## src/dab_defines.svh

```systemverilog
// Constants for the dual-address bus cycle sequencer.
`ifndef DAB_DEFINES_SVH
`define DAB_DEFINES_SVH
`define DAB_AD_W          16
`define DAB_ADDR_W        24
`define DAB_FC_W          3
`define DAB_BEC_W         3
`define DAB_SYNC_RST      21'h1FFFFF
`define DAB_STRAP_WAIT    2'h2
`define DAB_BEC_NORMAL    3'h7
`define DAB_BEC_HALT      3'h5
`define DAB_BEC_BERR      3'h4
`define DAB_BEC_RETRY     3'h3
`define DAB_BEC_RELRETRY  3'h2
`define DAB_BEC_RESET     3'h0
`endif

```

## src/dab_pkg.sv

```systemverilog
// Types shared by the dual-address bus cycle sequencer.
package dab_pkg;
   typedef enum logic [2:0] {
      TC_NORMAL, TC_BERR, TC_RETRY, TC_RELRETRY, TC_HALT, TC_RESET
   } dab_term_t;

   typedef enum logic [3:0] {
      ST_IDLE, ST_S0, ST_S1, ST_S2, ST_S3, ST_S4, ST_S5, ST_S6, ST_S7,
      ST_S8, ST_S9, ST_E1, ST_E2, ST_W1
   } dab_state_t;

   typedef struct packed {
      logic        write;
      logic        to_dev;
      logic        last;
      logic        byte_op;
      logic        dev8;
      logic        dev_odd;
      logic [15:0] wdata;
   } dab_req_t;

   typedef struct packed {
      logic [2:0]  mem_fc;
      logic [23:0] mem_addr;
      logic [2:0]  dev_fc;
      logic [23:0] dev_addr;
   } dab_chan_t;

   typedef struct packed {
      logic [2:0]  fc;
      logic        fc_oe;
      logic [6:0]  addr_lo;
      logic [15:0] ad;
      logic        ad_oe;
      logic        uas_n;
      logic        as_n;
      logic        rw;
      logic        upper_strobe_or_addr_zero;
      logic        lower_strobe_or_single_strobe_n;
      logic        ctl_oe;
      logic        data_buffer_enable_n;
      logic        data_direction;
      logic        ack_n;
      logic        last_n;
      logic        dtc_n;
   } dab_pins_t;
endpackage : dab_pkg

```

## src/dab_sync.sv

```systemverilog
// Two-stage synchroniser for a bundle of asynchronous inputs.
`timescale 1ns/1ps
module dab_sync #(
   parameter int          W       = 21,
   parameter logic [20:0] RST_VAL = 21'h1FFFFF
) (
   input  wire logic         clk,
   input  wire logic         rst_n,
   input  wire logic [W-1:0] din,
   output logic      [W-1:0] dout
);
   logic [W-1:0] meta_q;

   // The first stage is read only by the second.
   always_ff @(posedge clk or negedge rst_n) begin
      if (!rst_n) begin
         meta_q <= RST_VAL[W-1:0];
         dout   <= RST_VAL[W-1:0];
      end else begin
         meta_q <= din;
         dout   <= meta_q;
      end
   end
endmodule : dab_sync

```

## src/dab_term_decode.sv

```systemverilog
// Decoder from the bus exception code to a termination class.
`timescale 1ns/1ps
`include "dab_defines.svh"
module dab_term_decode #(
   parameter logic [2:0] C_NORMAL   = `DAB_BEC_NORMAL,
   parameter logic [2:0] C_HALT     = `DAB_BEC_HALT,
   parameter logic [2:0] C_BERR     = `DAB_BEC_BERR,
   parameter logic [2:0] C_RETRY    = `DAB_BEC_RETRY,
   parameter logic [2:0] C_RELRETRY = `DAB_BEC_RELRETRY,
   parameter logic [2:0] C_RESET    = `DAB_BEC_RESET
) (
   input  wire logic [2:0]       code,
   output dab_pkg::dab_term_t    cls
);
   // Unlisted codes are taken as normal, so they never end a cycle.
   always_comb begin
      if (code == C_RESET)            cls = dab_pkg::TC_RESET;
      else if (code == C_BERR)        cls = dab_pkg::TC_BERR;
      else if (code == C_RETRY)       cls = dab_pkg::TC_RETRY;
      else if (code == C_RELRETRY)    cls = dab_pkg::TC_RELRETRY;
      else if (code == C_HALT)        cls = dab_pkg::TC_HALT;
      else                            cls = dab_pkg::TC_NORMAL;
   end
endmodule : dab_term_decode

```

## src/dab_cycle.sv

```systemverilog
// Dual-address DMA bus cycle sequencer: read cycles S0 to S7, write cycles S0 to S9.
// What this block does
// - S0 drives function code and address from channel registers, latch strobe, R/W high.
// - On an 8-bit bus the upper strobe pin carries address bit zero from S0.
// - Read S2: drop latch strobe, raise address and data strobes, direction low.
// - Read to peripheral: acknowledge from S2, last-transfer flag on final device transfer.
// - Read S3: float address/data pins, enable buffers, sample termination inputs.
// - Read: acknowledge goes to S4; error codes add two waits; else wait.
// - Read data latched end of S5; unused byte lane ignored on 16-bit bus byte reads.
// - Transfer-complete in read S6 or write S8 only after normal termination.
// - Read S7 negates address strobe, data strobes and buffer enable.
// - After read S7: direction negated, address lines advance or float.
// - Next cycle starts right after normal termination; not required after exceptions.
// - Cycle end negates peripheral acknowledge, transfer-complete and last-transfer flag.
// - Write S0 drives data direction high, outward from the device.
// - Write S2: drop latch strobe, raise address strobe, drive R/W low.
// - Write S3: pins carry holding data, buffer enable asserted.
// - Write to peripheral: acknowledge and last flag from S3; sampling begins.
// - Write: early acknowledge skips S6,S7; early error adds one wait before S6.
// - Write S5: data strobes on; acknowledge to S6, errors two waits, else wait.
// - Write S9 negates address strobe and data strobes.
// - After write S9: buffer enable off, direction and R/W high.
// - 16-bit device on 8-bit bus: even address, word access, one strobe.
// - 8-bit peripheral on 16-bit bus uses the strobe of its byte half on byte operations.
// - Upper-byte steering pin at reset release selects 16-bit (high) or 8-bit bus.
`timescale 1ns/1ps
`include "dab_defines.svh"
module dab_cycle (
   input  wire logic               clk,
   input  wire logic               rst_n,
   // Request side from the channel logic.
   input  wire logic               req_valid,
   output logic                    req_ready,
   input  wire dab_pkg::dab_req_t  req,
   input  wire dab_pkg::dab_chan_t chan,
   output logic                    done,
   output dab_pkg::dab_term_t      done_status,
   output logic [15:0]             hold_data,
   output logic                    bus16,
   output logic                    bus_ready,
   // Bus pins.
   output dab_pkg::dab_pins_t      pins,
   input  wire logic [15:0]        ad_in,
   input  wire logic               transfer_acknowledge_n,
   input  wire logic [2:0]         bus_exception_code,
   input  wire logic               upper_byte_steer
);
   dab_pkg::dab_state_t state_q, state_d;
   dab_pkg::dab_req_t   cyc_q, cyc_d;
   dab_pkg::dab_term_t  term_q, term_d, cls, stat_q, stat_d;
   dab_pkg::dab_pins_t  pins_d;
   logic        skip_q, skip_d, early_q, early_d, done_q, done_d;
   logic [15:0] hold_q, hold_d;
   logic [1:0]  strap_cnt_q, strap_cnt_d;
   logic        bus16_q, bus16_d, strap_q, strap_d;
   logic [20:0] sync_out;
   logic [15:0] ad_s;
   logic        transfer_acknowledge_s, steer_s, is_err, is_end, accept, upper_lane;
   logic [2:0]  bec_s;

   // All asynchronous bus inputs pass two flip-flops before use.
   dab_sync #(.W(21), .RST_VAL(`DAB_SYNC_RST)) u_sync (
      .clk  (clk),
      .rst_n(rst_n),
      .din  ({upper_byte_steer, transfer_acknowledge_n, bus_exception_code, ad_in}),
      .dout (sync_out)
   );
   assign steer_s = sync_out[20];
   assign transfer_acknowledge_s = ~sync_out[19];
   assign bec_s   = sync_out[18:16];
   assign ad_s    = sync_out[15:0];

   dab_term_decode u_dec (
      .code(bec_s),
      .cls (cls)
   );

   assign is_err = (cls == dab_pkg::TC_BERR) || (cls == dab_pkg::TC_RETRY)
                || (cls == dab_pkg::TC_RELRETRY);
   assign is_end = (state_q == dab_pkg::ST_S7 && !cyc_q.write)
                || (state_q == dab_pkg::ST_S9 && cyc_q.write);
   // A new cycle follows at once only after a normal end.
   assign req_ready = strap_q && ((state_q == dab_pkg::ST_IDLE)
                   || (is_end && term_q == dab_pkg::TC_NORMAL));
   assign accept    = req_valid && req_ready;

   // Bus width is taken from the steering pin once the synchroniser has flushed.
   always_comb begin
      strap_cnt_d = strap_cnt_q;
      strap_d     = strap_q;
      bus16_d     = bus16_q;
      if (!strap_q) begin
         if (strap_cnt_q == `DAB_STRAP_WAIT) begin
            strap_d = 1'b1;
            bus16_d = steer_s;
         end else begin
            strap_cnt_d = strap_cnt_q + 2'h1;
         end
      end
   end

   always_ff @(posedge clk or negedge rst_n) begin
      if (!rst_n) begin
         strap_cnt_q <= 2'h0;
         strap_q     <= 1'b0;
         bus16_q     <= 1'b0;
      end else begin
         strap_cnt_q <= strap_cnt_d;
         strap_q     <= strap_d;
         bus16_q     <= bus16_d;
      end
   end

   assign bus16     = bus16_q;
   assign bus_ready = strap_q;

   // Byte lane of the current cycle; an 8-bit device uses its own half.
   always_comb begin
      if (cyc_q.to_dev && cyc_q.dev8) upper_lane = ~cyc_q.dev_odd;
      else if (cyc_q.to_dev)          upper_lane = ~chan.dev_addr[0];
      else                            upper_lane = ~chan.mem_addr[0];
   end

   // Cycle sequencer: next state, termination class and holding register.
   always_comb begin
      state_d = state_q;
      cyc_d   = cyc_q;
      term_d  = term_q;
      skip_d  = skip_q;
      early_d = early_q;
      hold_d  = hold_q;
      done_d  = 1'b0;
      stat_d  = stat_q;
      unique case (state_q)
         dab_pkg::ST_IDLE: ;
         dab_pkg::ST_S0: state_d = dab_pkg::ST_S1;
         dab_pkg::ST_S1: state_d = dab_pkg::ST_S2;
         dab_pkg::ST_S2: state_d = dab_pkg::ST_S3;
         dab_pkg::ST_S3: begin
            if (cyc_q.write) begin
               state_d = dab_pkg::ST_S4;
               skip_d  = transfer_acknowledge_s;
               early_d = !transfer_acknowledge_s && is_err;
               if (!transfer_acknowledge_s && is_err) term_d = cls;
            end else if (transfer_acknowledge_s) begin
               state_d = dab_pkg::ST_S4;
               term_d  = dab_pkg::TC_NORMAL;
            end else if (is_err) begin
               state_d = dab_pkg::ST_E1;
               term_d  = cls;
            end
         end
         dab_pkg::ST_S4: state_d = dab_pkg::ST_S5;
         dab_pkg::ST_S5: begin
            if (!cyc_q.write) begin
               state_d = dab_pkg::ST_S6;
               if (term_q == dab_pkg::TC_NORMAL) begin
                  // Only the addressed byte lane is taken on byte reads of the 16-bit bus.
                  if (!cyc_q.byte_op || !bus16_q) hold_d = ad_s;
                  else if (upper_lane) hold_d[15:8] = ad_s[15:8];
                  else hold_d[7:0] = ad_s[7:0];
               end
            end else if (skip_q) begin
               state_d = dab_pkg::ST_S8;
               term_d  = dab_pkg::TC_NORMAL;
            end else if (early_q) begin
               state_d = dab_pkg::ST_W1;
            end else if (transfer_acknowledge_s) begin
               state_d = dab_pkg::ST_S6;
               term_d  = dab_pkg::TC_NORMAL;
            end else if (is_err) begin
               state_d = dab_pkg::ST_E1;
               term_d  = cls;
            end
         end
         dab_pkg::ST_W1: state_d = dab_pkg::ST_S6;
         dab_pkg::ST_E1: state_d = dab_pkg::ST_E2;
         dab_pkg::ST_E2: state_d = cyc_q.write ? dab_pkg::ST_S6 : dab_pkg::ST_S4;
         dab_pkg::ST_S6: state_d = dab_pkg::ST_S7;
         dab_pkg::ST_S7: state_d = cyc_q.write ? dab_pkg::ST_S8 : dab_pkg::ST_IDLE;
         dab_pkg::ST_S8: state_d = dab_pkg::ST_S9;
         dab_pkg::ST_S9: state_d = dab_pkg::ST_IDLE;
      endcase
      if (is_end) begin
         done_d = 1'b1;
         stat_d = term_q;
      end
      // A reset code aborts any cycle at once.
      if (state_q != dab_pkg::ST_IDLE && cls == dab_pkg::TC_RESET) begin
         state_d = dab_pkg::ST_IDLE;
         done_d  = 1'b1;
         stat_d  = dab_pkg::TC_RESET;
      end else if (accept) begin
         state_d = dab_pkg::ST_S0;
         cyc_d   = req;
         term_d  = dab_pkg::TC_NORMAL;
         skip_d  = 1'b0;
         early_d = 1'b0;
         if (req.write) hold_d = req.wdata;
      end
   end

   always_ff @(posedge clk or negedge rst_n) begin
      if (!rst_n) begin
         state_q <= dab_pkg::ST_IDLE;
         cyc_q   <= '0;
         term_q  <= dab_pkg::TC_NORMAL;
         skip_q  <= 1'b0;
         early_q <= 1'b0;
         hold_q  <= 16'h0000;
         done_q  <= 1'b0;
         stat_q  <= dab_pkg::TC_NORMAL;
      end else begin
         state_q <= state_d;
         cyc_q   <= cyc_d;
         term_q  <= term_d;
         skip_q  <= skip_d;
         early_q <= early_d;
         hold_q  <= hold_d;
         done_q  <= done_d;
         stat_q  <= stat_d;
      end
   end

   assign done        = done_q;
   assign done_status = stat_q;
   assign hold_data   = hold_q;

   // Pin levels for the coming state, registered so the pins never glitch.
   always_comb begin
      logic        rd, wr, act, strobe_on, dev, upper, norm;
      logic [2:0]  fc;
      logic [23:0] addr;
      rd   = !cyc_d.write;
      wr   = cyc_d.write;
      act  = state_d != dab_pkg::ST_IDLE;
      dev  = cyc_d.to_dev;
      norm = term_d == dab_pkg::TC_NORMAL;
      fc   = dev ? chan.dev_fc : chan.mem_fc;
      addr = dev ? chan.dev_addr : chan.mem_addr;
      if (dev && cyc_d.dev8) upper = ~cyc_d.dev_odd;
      else                   upper = ~addr[0];
      strobe_on = 1'b0;
      pins_d = '0;
      pins_d.uas_n    = 1'b1;
      pins_d.as_n     = 1'b1;
      pins_d.rw       = 1'b1;
      pins_d.lower_strobe_or_single_strobe_n = 1'b1;
      pins_d.data_buffer_enable_n   = 1'b1;
      pins_d.data_direction     = 1'b1;
      pins_d.ack_n    = 1'b1;
      pins_d.last_n   = 1'b1;
      pins_d.dtc_n    = 1'b1;
      // Address lines float between cycles and advance when one follows.
      pins_d.fc_oe   = act;
      pins_d.ctl_oe  = act;
      pins_d.fc      = fc;
      pins_d.addr_lo = addr[7:1];
      pins_d.ad      = addr[23:8];
      pins_d.upper_strobe_or_addr_zero  = (dev && !cyc_d.dev8) ? 1'b0 : addr[0];
      unique case (state_d)
         dab_pkg::ST_IDLE: ;
         dab_pkg::ST_S0, dab_pkg::ST_S1: begin
            pins_d.uas_n = 1'b0;
            pins_d.ad_oe = 1'b1;
         end
         dab_pkg::ST_S2: begin
            pins_d.as_n  = 1'b0;
            pins_d.ad_oe = 1'b1;
            pins_d.rw    = rd;
            strobe_on    = rd;
            pins_d.data_direction  = wr;
            pins_d.ack_n = !(rd && dev);
         end
         default: begin
            // Data phase: S3 onward, including the wait states.
            pins_d.as_n   = (state_d == dab_pkg::ST_S7 && rd)
                         || state_d == dab_pkg::ST_S9;
            pins_d.rw     = rd;
            pins_d.data_direction   = wr;
            pins_d.data_buffer_enable_n = state_d == dab_pkg::ST_S7 && rd;
            pins_d.ad_oe  = wr;
            pins_d.ack_n  = !dev;
            if (rd) begin
               strobe_on = state_d != dab_pkg::ST_S7;
               pins_d.dtc_n = !(norm && (state_d == dab_pkg::ST_S6
                             || state_d == dab_pkg::ST_S7));
            end else begin
               strobe_on = state_d inside {dab_pkg::ST_S5, dab_pkg::ST_S6, dab_pkg::ST_S7,
                                           dab_pkg::ST_S8, dab_pkg::ST_E1, dab_pkg::ST_E2,
                                           dab_pkg::ST_W1};
               pins_d.dtc_n = !(norm && (state_d == dab_pkg::ST_S8
                             || state_d == dab_pkg::ST_S9));
            end
         end
      endcase
      if (wr && pins_d.ad_oe && state_d != dab_pkg::ST_S0 && state_d != dab_pkg::ST_S1
          && state_d != dab_pkg::ST_S2) pins_d.ad = hold_d;
      pins_d.last_n = pins_d.ack_n || !cyc_d.last;
      // A 16-bit bus uses two strobes; an 8-bit bus uses one data strobe.
      if (bus16_q) begin
         pins_d.upper_strobe_or_addr_zero   = !(strobe_on && (!cyc_d.byte_op || upper));
         pins_d.lower_strobe_or_single_strobe_n = !(strobe_on && (!cyc_d.byte_op || !upper));
      end else begin
         pins_d.lower_strobe_or_single_strobe_n = !strobe_on;
      end
   end

   always_ff @(posedge clk or negedge rst_n) begin
      if (!rst_n) begin
         pins <= '{fc: 3'h0, fc_oe: 1'b0, addr_lo: 7'h00, ad: 16'h0000, ad_oe: 1'b0,
                   uas_n: 1'b1, as_n: 1'b1, rw: 1'b1, upper_strobe_or_addr_zero: 1'b1, lower_strobe_or_single_strobe_n: 1'b1,
                   ctl_oe: 1'b0, data_buffer_enable_n: 1'b1, data_direction: 1'b1, ack_n: 1'b1, last_n: 1'b1,
                   dtc_n: 1'b1};
      end else begin
         pins <= pins_d;
      end
   end
endmodule : dab_cycle

```

## config.mk

```make
export PLATFORM = sky130hd
export DESIGN_NAME = dab_cycle
export DESIGN_NICKNAME = d
export VERILOG_FILES = /design/src/dab_pkg.sv /design/src/dab_sync.sv /design/src/dab_term_decode.sv /design/src/dab_cycle.sv
export VERILOG_INCLUDE_DIRS = /design/src
export SDC_FILE = /design/constraint.sdc
export NUM_CORES = 1
export LEC_CHECK = 0
export BUFFER_PORTS_ARGS = -buffer_cell sky130_fd_sc_hd__buf_2
export CORE_MARGIN = 2
export CORE_UTILIZATION = 57
export CTS_BUF_LIST = sky130_fd_sc_hd__clkbuf_2 sky130_fd_sc_hd__clkbuf_4 sky130_fd_sc_hd__clkbuf_8
export DETAILED_ROUTE_END_ITERATION = 8
export MAX_ROUTING_LAYER = met4
export PLACE_DENSITY = 0.91
export SYNTH_ARGS = -nofsm -noshare
export SYNTH_HDL_FRONTEND = slang
export SYNTH_SLANG_ARGS = --single-unit
```

## constraint.sdc

```tcl
create_clock -name clk -period 5 [get_ports clk]
set_clock_uncertainty 0.1 [all_clocks]
set_input_delay 0.5 -clock clk [delete_from_list [all_inputs] [get_ports clk]]
set_output_delay 0.5 -clock clk [all_outputs]
set_load 0.01 [all_outputs]
```

==> run_results.csv <==
group,metric,value,unit
clock_network,clk-insertion-delay-late,440,ps
synthesis,yosysUniqueCellTypes,64,
power_and_ir_drop,peakVddDrop,0.000368,V
clock_network,path_clk_slew,90,ps
power_and_ir_drop,powerDensity,598,mW/mm2
setup_path,path_buf_inv,2,
finish,area_growth,24.4,%
setup_path,criticalPathCategory,"flop to flop",
sta,setup-tns-final,0,ps
setup_path,cp-end-kind,"flop",
finish,drive_gt1_frac,0.438,
sta,layout_min_cycle_time,3930,ps
synthesis,syn_avg_cell_area,11.5,um2
sta,fmax,0.255,GHz
synthesis,yosys_warnings,0,
synthesis,synth-edff-count,0,
sta,relSlewSlack,0.253,
hold_path,hold_path.class,"primary input to flop",
hold_path,min_path_cells,1,
synthesis,syn-cell-area,0.00506,mm2
setup_path,r2r_cells,10,
placed_design,io_buffers,161,
clock_network,cts_sinks,119,
sta,slew_viol_final,0,
routing,viasPerCell,5.80,
setup_path,worstSetupStartpointType,"flop",
global_route,grt_max_degree,87,
synthesis,synth_top_family_by_area,"simple AND/OR/NAND/NOR gates",
sta,final_hold_viol_count,0,
die,num_io_pins,162,
sta,rsz0062_at_grt,"no",
hold_path,holdPathEnd,"u_sync.meta_q[12]",
synthesis,yosys.area_share.simple,0.126,
synthesis,syn_nets,541,
die,die_h,98.2,um
setup_path,r2r_slack,1070,ps
die,fp.dieW,98.2,um
clock_network,post_cts_buffers,0,
routing,wl_per_cell,18.6,um
global_route,first_global_vias,4223,
finish,design_area,0.00629,mm2
global_route,grt_first_pass_wirelength,21000,um
finish,nets,700,
die,fp-row-count,34,
clock_network,cts_hold_buf,0,
routing,drtIter0Drc,318,
run,maxCapViolCount,0,
routing,first_pass_iters,5,
setup_path,path_max_fanout,33,
clock_network,clockBufferDepth,2,
power_and_ir_drop,power,3.76,mW
die,start_util,0.583,
hold_path,hp-start,"ad_in[12]",
setup_path,required,5160,ps
setup_path,crit_chain,"xor2_1 > or3_1 > o31ai_4 > and3_1 > buf_4 > nor2_2 > inv_2 > nand2b_1 > nor2_1 > a21oi_1",
sta,setup_viol,0,
synthesis,synthAdderAreaFrac,0.00247,
global_route,grt_usage,0.290,
outcome,status,"complete, no violations",
placed_design,place_inst,688,
routing,ant_nets,0,
synthesis,ys_seq_area_frac,0.601,
finish,num_antenna_cells,0,
clock_network,h-tree-depth,4,
synthesis,async_reset_ff_frac,1.00,
routing,drc,0,
placed_design,place.gp.congestion,0.969,
clock_network,clockRootBuffer,"clkbuf_8",
sta,worst_pin_slew,1120,ps
setup_path,slowest_delay,740,ps
synthesis,synthMuxAreaShare,0.104,
placed_design,dpl_cell_area,0.00588,mm2
synthesis,ys_seq_elements,119,
synthesis,ys.flop_type,"dfrtp_1",
sta,fin_crit_sh,0.785,
power_and_ir_drop,p_leak,2.96,nW
setup_path,critPathTopFamily,"simple AND/OR/NAND/NOR gates",
placed_design,hpwl,9440,um
setup_path,slowest_stage,"dfrtp_1",
setup_path,worstReg2RegStart,"state_q[1]",
clock_network,numCtsBuffers,17,
finish,instances_no_fill,720,
routing,routed_wl,13400,um
clock_network,cts.repair.resized,0,
global_route,gr-total-overflow,0,
global_route,antenna_found_initial,0,
synthesis,synth_cells,440,
synthesis,synth-xor-area-share,0.00346,
clock_network,cts_tree,"yes",
die,core-area,0.00868,mm2
synthesis,synth-compound-area-share,0.125,
routing,num_vias,4174,
setup_path,cp.arrival,4080,ps
die,die_area,0.00965,mm2
setup_path,reg2reg_to,"pins[24]",
-- metrics by stage --
stage / hold WS, ps / worst slack [ps] / utilization
detailed placement: 247 / 1310 / 0.678
floorplan: 104 / 2530 / -
global placement: 246 / 1500 / 0.678
global route: 28.3 / 861 / 0.725
CTS: 34.4 / 1180 / 0.725
finish: 44.5 / 1070 / 0.725
-- cells by family (layout without fill, tap and decap cells) --
kind of cell / after synthesis / after routing
simple gates: 135 / 135
xor+xnor: 2 / 2
mux: 50 / 50
fa+ha+maj: 1 / 1
buf+inv: 37 / 209
compound gates: 96 / 96
flops: 119 / 119
-- layout by cell type (no fill, tap or decap), types with 6 or more instances in the layout --
master,netlist,final
buf_2,11,160
dfrtp_1,67,67
nand2_1,53,53
dfstp_2,52,52
mux2i_1,39,39
nor2_1,33,33
a21oi_1,28,28
o21ai_0,19,19
clkbuf_8,0,18
inv_1,12,12
o21ai_1,11,11
mux2_2,10,10
nand2b_1,8,8
nor2b_1,6,6
nand3_1,6,6
-- Yosys cell counts (3+ instances only) --
cell,instances,area share
a211oi_1,3,0.0045
dfstp_2,52,0.27
nor3_1,5,0.0049
dfrtp_1,67,0.33
nor2b_1,6,0.0074
o21ai_1,11,0.011
buf_6,4,0.0089
nand3_1,6,0.0059
o21a_1,3,0.0045
nand2b_1,8,0.0099
nor4_1,4,0.0049
o211ai_1,5,0.0074
buf_2,11,0.011
mux2i_1,39,0.077
o21ai_0,19,0.019
and3_1,5,0.0062
nand2_1,53,0.039
nor2_1,33,0.024
a21oi_1,28,0.028
clkbuf_1,5,0.0037
or3_1,3,0.0037
inv_1,12,0.0089
mux2_2,10,0.022
-- registers in the layout (all words and copies together) (netlist names), 2 cells and up --
name and flops:
state_q 4, term_q 3, u_sync.dout 21, hold_data 16, cyc_q 6, pins 38, u_sync.meta_q 21, done_status 3
strap_cnt_q 2
-- metal layers --
layer	wire, um	vias up	GRT usage
met5	0	-	-
met3	938	53	0.0651
met2	6960	229	0.476
met1	5130	2028	0.350
li1	-	1864	-
met4	396	0	0.118
-- layout make-up --
class,instances,area (um2)
sequential,119,3040
tap,108,135
timing repair buffer,164,831
fill,604,2380
clock inverter,14,164
inverter,13,48.8
multi-input combinational,284,1830
clock buffer,18,248
-- power by group --
part	switching (mW)	internal, mW
Combinational	0.854	0.553
Sequential	0.196	1.26
Clock	0.434	0.470
-- worst max path at each step --
stage / start / to / slack, ps / cells past startpoint
after floorplan: cyc_q[21] / pins[33] / 2530 / 8
after global placement: state_q[1] / pins[13] / 1500 / 10
after detailed placement: state_q[1] / pins[22] / 1310 / 10
after CTS: state_q[1] / pins[24] / 1180 / 10
after global routing: state_q[1] / pins[24] / 860 / 10
final: state_q[1] / pins[24] / 1070 / 10
-- worst register-to-register path: cells and delay by family, from the launching register on --
family / cells / cell delay, ps
simple gates: 5 / 1830
flops: 1 / 740
compound gates: 2 / 480
buf+inv: 2 / 420
xor+xnor: 1 / 190
Note: power is estimated with default switching activity, not from simulation.
